### config.mk
export PLATFORM = sky130hd
export DESIGN_NAME = thap_ctrl
export DESIGN_NICKNAME = d
export VERILOG_FILES = /design/src/pkg/thap_pkg.sv /design/src/verilog/thap_tick_div.sv /design/src/verilog/thap_ctrl.sv
export VERILOG_INCLUDE_DIRS = /design/src /design/src/pkg
export SDC_FILE = /design/constraint.sdc
export NUM_CORES = 1
export LEC_CHECK = 0
export BUFFER_PORTS_ARGS = -buffer_cell sky130_fd_sc_hd__buf_2
export CORE_UTILIZATION = 58
export CTS_BUF_LIST = sky130_fd_sc_hd__clkbuf_16
export DETAILED_ROUTE_END_ITERATION = 8
export PLACE_DENSITY_LB_ADDON = 0.05
export SLEW_MARGIN = 20
export SYNTH_ARGS = -nofsm -noshare
export SYNTH_HDL_FRONTEND = slang
export SYNTH_SLANG_ARGS = --single-unit
export TNS_END_PERCENT = 20
### constraint.sdc
create_clock -name clk_i -period 2 [get_ports clk_i]
set_clock_uncertainty 0.1 [all_clocks]
set_input_delay 0.1 -clock clk_i [delete_from_list [all_inputs] [get_ports clk_i]]
set_output_delay 0.1 -clock clk_i [all_outputs]
set_load 0.05 [all_outputs]
### src/pkg/thap_consts.svh
/*
 Register offsets, field positions, reset values and timing figures
 for the thermal alarm pin controller. Assumes one 250 MHz clock.
*/
`ifndef THAP_CONSTS_SVH
`define THAP_CONSTS_SVH

// ----------------------------------------------------------------
// Register offsets
// ----------------------------------------------------------------
`define THAP_A_MANUAL   8'h10
`define THAP_A_HYST     8'h11
`define THAP_A_LIM_R1   8'h6A
`define THAP_A_LIM_LOC  8'h6B
`define THAP_A_LIM_R2   8'h6C
`define THAP_A_MASK1    8'h74
`define THAP_A_MASK2    8'h75
`define THAP_A_CFG3     8'h78
`define THAP_A_TIMER    8'h79
`define THAP_A_TLIM     8'h7A
`define THAP_A_CHEN     8'h7C
`define THAP_A_PINCFG   8'h7D
`define THAP_A_STATUS   8'h80
`define THAP_A_FREQ     8'h81

// ----------------------------------------------------------------
// Field positions
// ----------------------------------------------------------------
`define THAP_B_TIMER_EN   1
`define THAP_B_FULL_SPEED 2
`define THAP_B_PIN_DIS    2
`define THAP_B_USE_MAX    3
`define THAP_B_MAN_FULL_SPEED_ON_ALARM  3
`define THAP_B_HYST_OFF   0
`define THAP_B_MASK1      0
`define THAP_B_MASK2      5
`define THAP_B_FLAG       5
`define THAP_B_CH_LO      5
`define THAP_B_FREQ_HI    3
`define THAP_PIN14_ALARM  2'h1

// ----------------------------------------------------------------
// Reset values and codes
// ----------------------------------------------------------------
`define THAP_RST_CFG    8'h00
`define THAP_RST_LIM    8'hFF
`define THAP_RST_TLIM   8'h00
`define THAP_DUTY_FULL  8'hFF
`define THAP_DUTY_OFF   8'h00
`define THAP_TIMER_FULL 8'hFF
`define THAP_OFF64_MIN  8'h01
`define THAP_TWOS_MIN   8'h80

// ----------------------------------------------------------------
// Timing
// ----------------------------------------------------------------
`define THAP_CLK_MHZ    250
`define THAP_TIMER_RES_US 22760
`define THAP_TICK_CYC   (`THAP_TIMER_RES_US * `THAP_CLK_MHZ)

`endif

### src/pkg/thap_pkg.sv
/*
 Types shared by the thermal alarm pin controller.
 Assumes thap_consts.svh for all numeric figures.
*/
package thap_pkg;

  typedef logic [2:0][7:0] thap_duty_t;

  // Temperature sample, 8.2 fixed point per channel
  typedef struct packed {
    logic            done;
    logic            offset64;
    logic [2:0][9:0] temp;
  } thap_meas_t;

  typedef struct packed {
    thap_duty_t duty;
    logic [7:0] max_duty;
    logic       manual;
  } thap_fan_t;

  typedef enum logic [2:0] {
    THAP_IDLE  = 3'b001,
    THAP_HELD  = 3'b010,
    THAP_FULL_SPEED_ON_ALARM = 3'b100
  } thap_in_st_t;

endpackage

### src/verilog/thap_tick_div.sv
/*
 Enable-gated divider that produces one-cycle tick pulses.
 Assumes a single clock; the count is kept while enable is low.
*/
module thap_tick_div #(
  parameter int unsigned CYC = 16
) (
  input  wire logic clk_i,
  input  wire logic sys_rst_i,
  input  wire logic en_i,
  input  wire logic clr_i,
  output logic      tick_o
);

  logic [31:0] cnt_r;

  always_ff @(posedge clk_i) begin
    if (sys_rst_i || clr_i) begin
      cnt_r  <= 32'h0000_0000;
      tick_o <= 1'b0;
    end else if (en_i) begin
      if (cnt_r == CYC - 1) begin
        cnt_r  <= 32'h0000_0000;
        tick_o <= 1'b1;
      end else begin
        cnt_r  <= cnt_r + 32'h0000_0001;
        tick_o <= 1'b0;
      end
    end else begin
      tick_o <= 1'b0;
    end
  end

endmodule

### src/verilog/thap_ctrl.sv
/*
 Thermal alarm pin controller: input timer, limit flag, fan full_speed_on_alarm and
 critical temperature output drive, with its register file.
 Assumes a register port from the serial slave engine, a sample
 strobe per monitoring cycle and fan duty values from the fan loop.
*/
// Summary of operation
// - Timer monitoring runs only with the enable bit set; off after reset.
// - Shared pin carries alarm whenever the enable bit is set; its function only picks the mask.
// - Full-speed bit drives all running fans to full or programmed maximum duty while asserted.
// - With full-speed bit clear, fan duties pass through unchanged.
// - Fans stopped when the alarm starts are not raised.
// - Matching mask bit suppresses the time-limit alert; the flag still sets.
// - A zero time limit flags on the very first assertion.
// - Enabled channel drives pin low once temperature passes limit by 0.25.
// - Output stays low while above limit; released at or below it.
// - Output changes only at monitoring cycle ends, when a channel is disabled, or when the drive is enabled or disabled.
// - Three critical limits: remote 1, local, remote 2 at consecutive offsets.
// - Three enable bits select which channels may drive the output.
// - Limit at the lowest code disables that channel's output.
// - Hysteresis-off bit only gates the pin drive; the comparison has no hysteresis.
// - Hysteresis on plus alarm-disable bit: pin is never driven.
// - Hysteresis off plus alarm-disable bit: pin is still driven.
// - Alarm and hysteresis both on: output works normally.
// - In manual mode full_speed_on_alarm needs the manual-full_speed_on_alarm bit.
// - A select bit chooses full duty or programmed maximum duty.
// - The alarm-disable bit keeps alarm events from touching fan duty.
// - Drive frequency is one of several low settings or one high setting.
// - Timer accumulates across assertions and saturates at full scale.
// - Reading the timer clears it to zero, or sets it to one while the input is asserted.
// - Eight-bit time limit spans first assertion up to full scale.
`include "thap_consts.svh"
module thap_ctrl import thap_pkg::*; #(
  parameter int unsigned TICK_CYC = `THAP_TICK_CYC
) (
  input  wire logic       clk_i,
  input  wire logic       sys_rst_i,
  input  wire logic [7:0] reg_addr_i,
  input  wire logic [7:0] reg_wdata_i,
  input  wire logic       reg_wr_i,
  input  wire logic       reg_rd_i,
  output logic [7:0]      reg_rdata_o,
  input  wire logic       alarm_pin_n_i,
  output logic            alarm_pin_out_o,
  output logic            alarm_pin_oe_n_o,
  input  wire thap_meas_t meas_i,
  input  wire thap_fan_t  fan_i,
  output thap_duty_t      fan_duty_o,
  output logic [3:0]      drive_freq_o,
  output logic            alarm_time_limit_flag_o,
  output logic            alert_o
);

  function automatic logic [7:0] norm(input logic [7:0] v, input logic off64);
    norm = off64 ? v : (v ^ 8'h80);
  endfunction

  // ----------------------------------------------------------------
  // Register file
  // ----------------------------------------------------------------
  logic [7:0] man_r, hyst_r, mask1_r, mask2_r, cfg3_r, tlim_r;
  logic [7:0] chen_r, pincfg_r, freq_r, timer_r;
  logic [2:0][7:0] lim_r;
  logic flag_r, flag_set, timer_rd;
  logic pin_s1_r, pin_s2_r;
  logic asserted;

  assign timer_rd = reg_rd_i && (reg_addr_i == `THAP_A_TIMER);

  always_ff @(posedge clk_i) begin
    if (sys_rst_i) begin
      man_r    <= `THAP_RST_CFG;
      hyst_r   <= `THAP_RST_CFG;
      mask1_r  <= `THAP_RST_CFG;
      mask2_r  <= `THAP_RST_CFG;
      cfg3_r   <= `THAP_RST_CFG;
      tlim_r   <= `THAP_RST_TLIM;
      chen_r   <= `THAP_RST_CFG;
      pincfg_r <= `THAP_RST_CFG;
      freq_r   <= `THAP_RST_CFG;
      lim_r    <= {3{`THAP_RST_LIM}};
    end else if (reg_wr_i) begin
      unique case (reg_addr_i)
        `THAP_A_MANUAL:  man_r    <= reg_wdata_i;
        `THAP_A_HYST:    hyst_r   <= reg_wdata_i;
        `THAP_A_LIM_R1:  lim_r[0] <= reg_wdata_i;
        `THAP_A_LIM_LOC: lim_r[1] <= reg_wdata_i;
        `THAP_A_LIM_R2:  lim_r[2] <= reg_wdata_i;
        `THAP_A_MASK1:   mask1_r  <= reg_wdata_i;
        `THAP_A_MASK2:   mask2_r  <= reg_wdata_i;
        `THAP_A_CFG3:    cfg3_r   <= reg_wdata_i;
        `THAP_A_TLIM:    tlim_r   <= reg_wdata_i;
        `THAP_A_CHEN:    chen_r   <= reg_wdata_i;
        `THAP_A_PINCFG:  pincfg_r <= reg_wdata_i;
        `THAP_A_FREQ:    freq_r   <= reg_wdata_i;
        default: ;
      endcase
    end
  end

  always_ff @(posedge clk_i) begin
    if (sys_rst_i) begin
      reg_rdata_o <= 8'h00;
    end else if (reg_rd_i) begin
      unique case (reg_addr_i)
        `THAP_A_MANUAL:  reg_rdata_o <= man_r;
        `THAP_A_HYST:    reg_rdata_o <= hyst_r;
        `THAP_A_LIM_R1:  reg_rdata_o <= lim_r[0];
        `THAP_A_LIM_LOC: reg_rdata_o <= lim_r[1];
        `THAP_A_LIM_R2:  reg_rdata_o <= lim_r[2];
        `THAP_A_MASK1:   reg_rdata_o <= mask1_r;
        `THAP_A_MASK2:   reg_rdata_o <= mask2_r;
        `THAP_A_CFG3:    reg_rdata_o <= cfg3_r;
        `THAP_A_TIMER:   reg_rdata_o <= timer_r;
        `THAP_A_TLIM:    reg_rdata_o <= tlim_r;
        `THAP_A_CHEN:    reg_rdata_o <= chen_r;
        `THAP_A_PINCFG:  reg_rdata_o <= pincfg_r;
        `THAP_A_STATUS:  reg_rdata_o <= {2'b00, flag_r, 3'b000,
                                         ~alarm_pin_oe_n_o, asserted};
        `THAP_A_FREQ:    reg_rdata_o <= freq_r;
        default:         reg_rdata_o <= 8'h00;
      endcase
    end
  end

  // ----------------------------------------------------------------
  // Pin input and cumulative timer
  // ----------------------------------------------------------------
  logic pin_en, tick, ast_rise;
  logic asserted_q;

  assign pin_en   = cfg3_r[`THAP_B_TIMER_EN];
  assign asserted = pin_en && !pin_s2_r;
  assign ast_rise = asserted && !asserted_q;

  always_ff @(posedge clk_i) begin
    if (sys_rst_i) begin
      pin_s1_r   <= 1'b1;
      pin_s2_r   <= 1'b1;
      asserted_q <= 1'b0;
    end else begin
      pin_s1_r   <= alarm_pin_n_i;
      pin_s2_r   <= pin_s1_r;
      asserted_q <= asserted;
    end
  end

  thap_tick_div #(
    .CYC (TICK_CYC)
  ) u_div (
    .clk_i     (clk_i),
    .sys_rst_i (sys_rst_i),
    .en_i      (asserted),
    .clr_i     (timer_rd),
    .tick_o    (tick)
  );

  always_ff @(posedge clk_i) begin
    if (sys_rst_i) begin
      timer_r <= 8'h00;
    end else if (timer_rd) begin
      timer_r <= {7'h00, asserted};
    end else if (ast_rise && timer_r == 8'h00) begin
      timer_r <= 8'h01;
    end else if (tick && timer_r != `THAP_TIMER_FULL) begin
      timer_r <= timer_r + 8'h01;
    end
  end

  // Set wins over a same-cycle write-one clear
  assign flag_set = (asserted && tlim_r == 8'h00) || (timer_r > tlim_r);

  always_ff @(posedge clk_i) begin
    if (sys_rst_i) begin
      flag_r <= 1'b0;
    end else if (flag_set) begin
      flag_r <= 1'b1;
    end else if (reg_wr_i && reg_addr_i == `THAP_A_STATUS
                 && reg_wdata_i[`THAP_B_FLAG]) begin
      flag_r <= 1'b0;
    end
  end

  logic masked;
  assign masked = (pincfg_r[1:0] == `THAP_PIN14_ALARM) ? mask2_r[`THAP_B_MASK2]
                                                      : mask1_r[`THAP_B_MASK1];

  always_ff @(posedge clk_i) begin
    if (sys_rst_i) begin
      alarm_time_limit_flag_o <= 1'b0;
      alert_o                 <= 1'b0;
    end else begin
      alarm_time_limit_flag_o <= flag_r;
      alert_o                 <= flag_r && !masked;
    end
  end

  // ----------------------------------------------------------------
  // Fan full_speed_on_alarm on asserted input
  // ----------------------------------------------------------------
  thap_in_st_t st_r;
  logic [2:0]  run_r;
  logic        full_speed_on_alarm_ok;
  logic [7:0]  full_speed_on_alarm_duty;

  assign full_speed_on_alarm_ok = cfg3_r[`THAP_B_FULL_SPEED]
                    && !pincfg_r[`THAP_B_PIN_DIS]
                    && (!fan_i.manual || man_r[`THAP_B_MAN_FULL_SPEED_ON_ALARM]);
  assign full_speed_on_alarm_duty = pincfg_r[`THAP_B_USE_MAX] ? fan_i.max_duty
                                                : `THAP_DUTY_FULL;

  always_ff @(posedge clk_i) begin
    if (sys_rst_i) begin
      st_r  <= THAP_IDLE;
      run_r <= 3'b000;
    end else begin
      unique case (st_r)
        THAP_IDLE: begin
          if (asserted) begin
            // Latch which fans were running at assertion
            for (int i = 0; i < 3; i++) begin
              run_r[i] <= fan_i.duty[i] != `THAP_DUTY_OFF;
            end
            st_r <= full_speed_on_alarm_ok ? THAP_FULL_SPEED_ON_ALARM : THAP_HELD;
          end
        end
        THAP_HELD: begin
          if (!asserted) begin
            st_r <= THAP_IDLE;
          end else if (full_speed_on_alarm_ok) begin
            st_r <= THAP_FULL_SPEED_ON_ALARM;
          end
        end
        THAP_FULL_SPEED_ON_ALARM: begin
          if (!asserted) begin
            st_r <= THAP_IDLE;
          end else if (!full_speed_on_alarm_ok) begin
            st_r <= THAP_HELD;
          end
        end
        default: st_r <= THAP_IDLE;
      endcase
    end
  end

  always_ff @(posedge clk_i) begin
    if (sys_rst_i) begin
      fan_duty_o <= {3{`THAP_DUTY_OFF}};
    end else begin
      for (int i = 0; i < 3; i++) begin
        fan_duty_o[i] <= (st_r == THAP_FULL_SPEED_ON_ALARM && run_r[i] && full_speed_on_alarm_ok)
                         ? full_speed_on_alarm_duty : fan_i.duty[i];
      end
    end
  end

  always_ff @(posedge clk_i) begin
    if (sys_rst_i) begin
      drive_freq_o <= 4'h0;
    end else if (freq_r[`THAP_B_FREQ_HI]) begin
      drive_freq_o <= 4'h8;
    end else begin
      drive_freq_o <= {1'b0, freq_r[2:0]};
    end
  end

  // ----------------------------------------------------------------
  // Critical temperature output
  // ----------------------------------------------------------------
  logic [2:0] over_r;
  logic       out_allow;
  logic [2:0] ch_ok;

  always_comb begin
    for (int i = 0; i < 3; i++) begin
      ch_ok[i] = chen_r[`THAP_B_CH_LO + i]
                 && (meas_i.offset64 ? lim_r[i] > `THAP_OFF64_MIN
                                     : lim_r[i] != `THAP_TWOS_MIN);
    end
  end

  // Pin stays released with alarm-disable set unless hysteresis is off
  assign out_allow = pin_en && (!pincfg_r[`THAP_B_PIN_DIS]
                     || hyst_r[`THAP_B_HYST_OFF]);

  always_ff @(posedge clk_i) begin
    if (sys_rst_i) begin
      over_r <= 3'b000;
    end else if (meas_i.done) begin
      for (int i = 0; i < 3; i++) begin
        // Set at limit plus a quarter degree or above, clear at or below limit
        over_r[i] <= ch_ok[i] && ({norm(meas_i.temp[i][9:2], meas_i.offset64),
                     meas_i.temp[i][1:0]} > {norm(lim_r[i], meas_i.offset64),
                     2'b00});
      end
    end else begin
      over_r <= over_r & ch_ok;
    end
  end

  always_ff @(posedge clk_i) begin
    if (sys_rst_i) begin
      alarm_pin_out_o  <= 1'b1;
      alarm_pin_oe_n_o <= 1'b1;
    end else begin
      alarm_pin_out_o  <= 1'b0;
      alarm_pin_oe_n_o <= !(out_allow && |over_r);
    end
  end

  // ----------------------------------------------------------------
  // Checks
  // ----------------------------------------------------------------
  logic done_q;
  always_ff @(posedge clk_i) begin
    done_q <= meas_i.done;
  end

  property p_off_no_drive;
    @(posedge clk_i) disable iff (sys_rst_i)
      !cfg3_r[`THAP_B_TIMER_EN] |=> alarm_pin_oe_n_o;
  endproperty
  a_off_no_drive: assert property (p_off_no_drive)
    else $error("pin driven while alarm function off");

  property p_zero_limit;
    @(posedge clk_i) disable iff (sys_rst_i)
      ast_rise && tlim_r == 8'h00 |-> ##[1:2] alarm_time_limit_flag_o;
  endproperty
  a_zero_limit: assert property (p_zero_limit)
    else $error("zero limit did not flag first assertion");

  property p_mask;
    @(posedge clk_i) disable iff (sys_rst_i)
      masked |=> !alert_o;
  endproperty
  a_mask: assert property (p_mask)
    else $error("alert not masked");

  property p_no_full_speed_on_alarm;
    @(posedge clk_i) disable iff (sys_rst_i)
      !cfg3_r[`THAP_B_FULL_SPEED] |=> fan_duty_o == $past(fan_i.duty);
  endproperty
  a_no_full_speed_on_alarm: assert property (p_no_full_speed_on_alarm)
    else $error("fan duty changed with full-speed off");

  property p_full_speed_on_alarm;
    @(posedge clk_i) disable iff (sys_rst_i)
      st_r == THAP_FULL_SPEED_ON_ALARM && full_speed_on_alarm_ok && run_r[0] && !pincfg_r[`THAP_B_USE_MAX]
      |=> fan_duty_o[0] == `THAP_DUTY_FULL;
  endproperty
  a_full_speed_on_alarm: assert property (p_full_speed_on_alarm)
    else $error("running fan not at full duty");

  property p_hold;
    @(posedge clk_i) disable iff (sys_rst_i)
      $rose(alarm_pin_oe_n_o) |-> $past(done_q) || !$past(out_allow)
                                  || |($past(over_r, 2) & ~$past(ch_ok, 2));
  endproperty
  a_hold: assert property (p_hold)
    else $error("output released outside a monitoring cycle end");

  property p_read_clear;
    @(posedge clk_i) disable iff (sys_rst_i)
      timer_rd |=> timer_r <= 8'h01;
  endproperty
  a_read_clear: assert property (p_read_clear)
    else $error("timer not cleared on read");

  property p_saturate;
    @(posedge clk_i) disable iff (sys_rst_i)
      timer_r == `THAP_TIMER_FULL && !timer_rd |=> timer_r == `THAP_TIMER_FULL;
  endproperty
  a_saturate: assert property (p_saturate)
    else $error("timer left full scale without a read");

  property p_reset;
    @(posedge clk_i) sys_rst_i |=> alarm_pin_oe_n_o && timer_r == 8'h00;
  endproperty
  a_reset: assert property (p_reset)
    else $error("state not clean after reset");

  c_full_speed_on_alarm: cover property (@(posedge clk_i) disable iff (sys_rst_i)
    st_r == THAP_FULL_SPEED_ON_ALARM);
  c_drive: cover property (@(posedge clk_i) disable iff (sys_rst_i)
    $fell(alarm_pin_oe_n_o));
  c_alert: cover property (@(posedge clk_i) disable iff (sys_rst_i)
    $rose(alert_o));

endmodule

==> results.toml, run 1 <==
[power]
powerDensity_mw_per_mm2 = 654.0
vdd_ir_drop_max_mv = 0.8082
p_leak_nw = 5.435

[detailed_routing]
wl_per_cell_um = 18.30
num_vias = 8971
route.met3.wl_um = 2185
highest_layer = "met4"
first_pass_iters = 9
drt_iter0_markers = 913
wl_met1_um = 12080
post_drt_via_cell_ratio = 5.860
wl_met2_um = 13050
ant_nets = 0
finalWirelength_um = 28020
drc_errors = 2

[worst_setup_path]
crit_fanout = 8
critical_path_class = "register to register"
end_kind = "register"
critical_path.startpoint = "st_r[2]"
arrival_ns = 2.17
crit_path_start_kind = "register"
reg2reg_from = "st_r[2]"
crit_required_ns = 2.21

[floorplanning]
die_y_um = 130.2
start_util_pct = 59.77
dieArea_sq_mm = 0.01695
boundaryPins = 126
std_cell_rows = 46
die_x_um = 130.2
core_area_sq_mm = 0.01594

[clock_network]
cts_tree = "built"
cts-root-buf = "clkbuf_16"
cts.sinks = 190
cts_buffer_depth = 2
htreeDepth = 4
clkSlewWorstSetupHoldPaths_ns = 0.07
clk_latency_ns = 0.43
cts_buffers = 17

[synthesis]
yosysWarnings = 0
synth.cell_area_sq_mm = 0.009529
synth_edf_count = 0
avgSynthCellArea_sq_um = 8.783
yosysTopAreaCell = "dfxtp_1"
yosysUniqueCellTypes = 73
synthCells = 1085
synthArstFlopShare_pct = 0
ys_seq_elements = 190
synth_top_cell_area_share_pct = 39.92
synthTopCellsByArea = "dfxtp_1 (40%), mux2i_1 (10%), nor2_1 (5.1%)"
yosysSeqAreaShare_pct = 39.92
synth_nets = 1206
yosys_most_used_dff = "dfxtp_1"

[timing]
tightest_slew_ns = 0.4912
drv_slew = 0
max_freq_ghz = 0.5085
post-route-min-period_ns = 1.967
worst_slack_ns = 0.03328
period_share_pct = 98.34
rsz0062_at_grt = "true"
setup_viol = 0
whs_ns = 0.03364
slew_headroom_pct = 66.95
hold_viol_final = 0

[min_path]
min_from = "meas_i[20]"
hold_class = "input port to register"

[final_layout]
drive_gt1_share_pct = 21.37
utilization_pct = 74.67
final_cell_mix = "dfxtp_1 (190), nor2_1 (129), buf_2 (124)"
fin_nets = 1424
syn2layout_area_growth_pct = 24.93
fillers = 1249
n_antenna_cell = 0
final_cell_area_sq_mm = 0.01191
final_common_cell = "dfxtp_1"

[grt]
grt_pass1_wl_um = 43290
grt-ovfl-total = 0
grt_pass1_vias = 8324
track_usage_pct = 33.31
antenna_found_initial = 0
grt_start_max_net_pins = 54

[status]
outcome = "complete, but fails checks"
violations = "DRC"

[placement]
placed_area_sq_mm = 0.01085
port_buffers = 125
routabilityCongestion = 1.040
dp_slack_ns = 0.05009
post-dp-hpwl_um = 19030

[run]
maxCapViolations = 0
## worst max-delay path, stage by stage (launching register included)
cell and delay [ns]:
dfxtp_1 0.37, or3b_4 0.41, nor4b_4 0.34, buf_4 0.20, nand2_4 0.12, mux2i_2 0.22, nor2_1 0.09
## power by group
group | switching, mW | internal [mW]
clock | 1.49 | 1.71
sequential | 0.0125 | 3.81
combinational | 0.464 | 0.294
total | 1.97 | 5.82
## layer usage
| layer | track usage (%) | up-vias |
|---|---|---|
| li1 | - | 4297 |
| met1 | 45.09 | 4205 |
| met2 | 53.72 | 404 |
| met3 | 5.699 | 65 |
| met4 | 11.01 | 0 |
| met5 | 0 | - |
## flip-flops by register name (all words and copies together) (netlist names), 3 cells and up
register      cells
cfg3_r            8
chen_r            8
drive_freq_o      4
fan_duty_o       24
freq_r            8
hyst_r            8
lim_r            24
man_r             8
mask1_r           8
mask2_r           8
over_r            3
pincfg_r          8
reg_rdata_o       8
run_r             3
st_r              3
timer_r           8
tlim_r            8
u_div.cnt_r      32
## synth_stat cells (19+ instances only)
| cell type | n |
|---|---|
| nand2_1 | 88 |
| nand3_1 | 57 |
| dfxtp_1 | 190 |
| mux2i_1 | 99 |
| nand4_1 | 33 |
| nand2b_1 | 19 |
| o21ai_0 | 30 |
| xor2_1 | 33 |
| a21oi_1 | 57 |
| clkbuf_1 | 37 |
| inv_1 | 39 |
| ha_1 | 35 |
| nor2_1 | 129 |
## final timing paths
path / end / slack, ns / depth (start not counted)
hold / removal: over_r[2] / 0.03 / 4
hold reg to reg: pin_s2_r / 0.33 / 1
setup / recovery: fan_duty_o[10] / 0.03 / 6
setup reg to reg: fan_duty_o[10] / 0.03 / 6
## timing repair
action                     in CTS  in global routing
hold endpoints to repair       71                  0
hold buffers                   43                  0
setup endpoints to repair       0                 52
resized for setup               0                 11
setup buffers                   0                  1
## per-stage QoR
stage | std cells | TNS [ns] | total power [mW]
3_5_place_dp | 1455 | 0 | 4.566
2_1_floorplan | 1085 | 0 | 4.288
5_1_grt | 1531 | -0.08628 | 7.998
3_3_place_gp | 1455 | 0 | 4.561
6_report | 1531 | 0 | 7.786
4_1_cts | 1529 | 0 | 7.785
## cell families after synthesis
family	synth area share, %
AO/OA/AOI/OAI	11.66
XOR/XNOR	3.952
AND/OR/NAND/NOR	24.21
adder cells (fa/ha/maj)	4.596
buffers and inverters	4.438
multiplexers	11.23
flip-flops	39.92
## cell type report
| cell class | count | area (sq um) | share of cell area, % |
|---|---|---|---|
| well taps | 216 | 270.3 | 2.270 |
| inverters | 40 | 150.1 | 1.261 |
| flip-flops and latches | 190 | 3804 | 31.95 |
| clock buffers | 17 | 425.4 | 3.573 |
| multi-input cells | 796 | 5341 | 44.87 |
| repair buffers | 258 | 1793 | 15.06 |
| clock inverters | 14 | 121.4 | 1.019 |
Note: power is estimated with default switching activity, not from simulation.
==> inputs of run 2 (changes only) <==
--- a/config.mk
+++ b/config.mk
@@ -10,6 +10,8 @@
 export CORE_UTILIZATION = 58
 export CTS_BUF_LIST = sky130_fd_sc_hd__clkbuf_16
 export DETAILED_ROUTE_END_ITERATION = 8
+export GPL_TIMING_DRIVEN = 0
+export HOLD_SLACK_MARGIN = 0.02
 export PLACE_DENSITY_LB_ADDON = 0.05
 export SLEW_MARGIN = 20
 export SYNTH_ARGS = -nofsm -noshare
==> results.toml, run 2 (synthesis results as in run 1) <==
[status]
outcome = "complete, but fails checks"
violations = "setup timing"

[power]
p_seq_share_pct = 47.5
switching_power_mw = 2.108
p_leak_nw = 5.246
p_int_mw = 5.938
vdd_ir_drop_max_mv = 0.6701
p_comb_share_pct = 9.3
swShare_pct = 26.20
total_power_mw = 8.047
p_clk_share_pct = 43.2
powerDensity_mw_per_mm2 = 692.5

[detailed_routing]
drc_errors = 0
first_pass_iters = 5
post_drt_via_cell_ratio = 5.996
finalWirelength_um = 30060
wl_per_cell_um = 19.89
num_vias = 9060
drt_iter0_markers = 860
ant_nets = 0

[final_layout]
top_register = "u_div.cnt_r"
final_cell_mix = "dfxtp_1 (180), buf_2 (136), nor2_1 (129)"
final_common_cell = "dfxtp_1"
largest_reg_flops = 32
final_cell_area_sq_mm = 0.01162
register_area_sq_mm = 0.003816
reg_top3 = "u_div.cnt_r: 32 flops, fan_duty_o: 24 flops, lim_r: 24 flops"
drive_gt1_share_pct = 18.08
fillers = 1237
multiInputGateArea_sq_mm = 0.005368
fin_cells = 1511
fin_nets = 1402
syn2layout_area_growth_pct = 21.94

[worst_setup_path]
crit_required_ns = 2.23
crit_path_start_kind = "register"
crit_path_top_delay_cell = "or4b_4"
r2r-end = "u_div.cnt_r[16]"
cp_cell_sequence = "or4b_4, nor4_4, and4_4, nand2b_4, buf_6, nor2_1"
max_stage_delay_ns = 0.56
critical_path_class = "register to register"
arrival_ns = 2.32
reg2reg_from = "u_div.cnt_r[8]"
ff2ff_setup_slack_ns = -0.08
rr_worst_depth = 6
crit_fanout = 10
end_kind = "register"

[floorplanning]
start_util_pct = 59.77
dieArea_sq_mm = 0.01695
std_cell_rows = 46
die_x_um = 130.2
boundaryPins = 126
die_y_um = 130.2
core_area_sq_mm = 0.01594

[min_path]
hold_path_depth = 4
hold_class = "input port to register"
hold_end = "over_r[2]"
min_from = "meas_i[21]"

[timing]
whs_ns = 0.02946
slew_headroom_pct = 42.24
max_freq_ghz = 0.4798
tightest_slew_ns = 0.8664
fin_tns_setup_ns = -2.110
hold_viol_final = 0
post-route-min-period_ns = 2.084
drv_slew = 0
rsz0062_at_grt = "true"
worst_slack_ns = -0.08429
setup_viol = 31
period_share_pct = 104.2

[placement]
routabilityCongestion = 0.9967
placed_area_sq_mm = 0.01042
post-place-cells = 1424
post-dp-hpwl_um = 20440
port_buffers = 123

[grt]
use_met2_pct = 57.07
use_met1_pct = 47.45
grt_use_met3_pct = 7.339
antenna_found_initial = 0
grt_start_max_net_pins = 18
grt-ovfl-total = 0
grt.busiest_layer = "met2"
track_usage_pct = 36.03
grt_pass1_vias = 8515
grt_pass1_wl_um = 46000

[clock_network]
clkSlewWorstSetupHoldPaths_ns = 0.07
cts.sinks = 190
clk_latency_ns = 0.45
cts_tree = "built"
cts-root-buf = "clkbuf_16"
cts_buffers = 17
htreeDepth = 4
cts_buffer_depth = 2

[run]
maxCapViolations = 0
-- run 2: cell types whose count changed in the layout (fill, tap and decap cells not counted), sizes merged --
| cell | delta |
|---|---|
| clkinv | +1 |
| bufinv | +1 |
| buf | -59 |
| clkbuf | +37 |
| clkinvlp | -1 |
| diode | +1 |
-- run 2: per-layer routing --
metal,wire length (um),up-vias
li1,-,4249
met5,0,-
met1,12750,4283
met4,1076,0
met2,13860,439
met3,2375,89
-- run 2: cell type report --
type                       count  share of cell area, %
antenna                        1                0.02154
buffer                        59                  2.477
clock buffer                  17                  3.661
clock inverter                15                  1.411
inverter                      40                  1.292
multi-input combinational    796                  46.19
sequential                   190                  32.84
tap                          216                  2.326
timing repair buffer         177                  9.777
-- run 2: worst max-delay path: cells and delay by family, from the launching register on --
family,cells,cell delay [ns]
and+or+nand+nor,5,1.34
DFF,1,0.37
buffers and inverters,1,0.16
-- run 2: timing repair --
action / in CTS / in global routing
endpoints found under the setup margin: 33 / 58
buffers inserted: 2 / 8
hold buffers: 43 / 0
endpoints found under the hold margin: 49 / 0
pin swaps: 4 / 10
gates cloned: 1 / 0
gates resized for setup: 20 / 11
-- run 2: stage by stage --
stage                     util (%)  worst slack (ns)
final                        72.88          -0.08429
after global routing         72.87           -0.1357
after detailed placement     65.33           -0.1799
after CTS                    72.24          -0.06509
after floorplan                  -            0.1870
after global placement       65.33           -0.1811
-- run 2: worst max path at each step --
stage,start,end,slack (ns),cells after the start
CTS,u_div.cnt_r[23],u_div.cnt_r[16],-0.07,6
global route,u_div.cnt_r[15],u_div.cnt_r[27],-0.14,5
detailed placement,cfg3_r[1],u_div.cnt_r[21],-0.18,5
global placement,cfg3_r[1],u_div.cnt_r[21],-0.18,5
floorplan,u_div.cnt_r[8],u_div.cnt_r[30],0.19,6
finish,u_div.cnt_r[8],u_div.cnt_r[16],-0.08,6
-- run 2: power groups by stage --
| stage | Sequential (mW) | Clock (mW) | Combinational [mW] |
|---|---|---|---|
| 5_1_grt | 3.82 | 3.65 | 0.785 |
| 4_1_cts | 3.82 | 3.46 | 0.714 |
| 6_report | 3.82 | 3.48 | 0.745 |
| 3_5_place_dp | 3.91 | 0 | 0.644 |
| 2_1_floorplan | 4.01 | 0 | 0.282 |
| 3_3_place_gp | 3.91 | 0 | 0.640 |
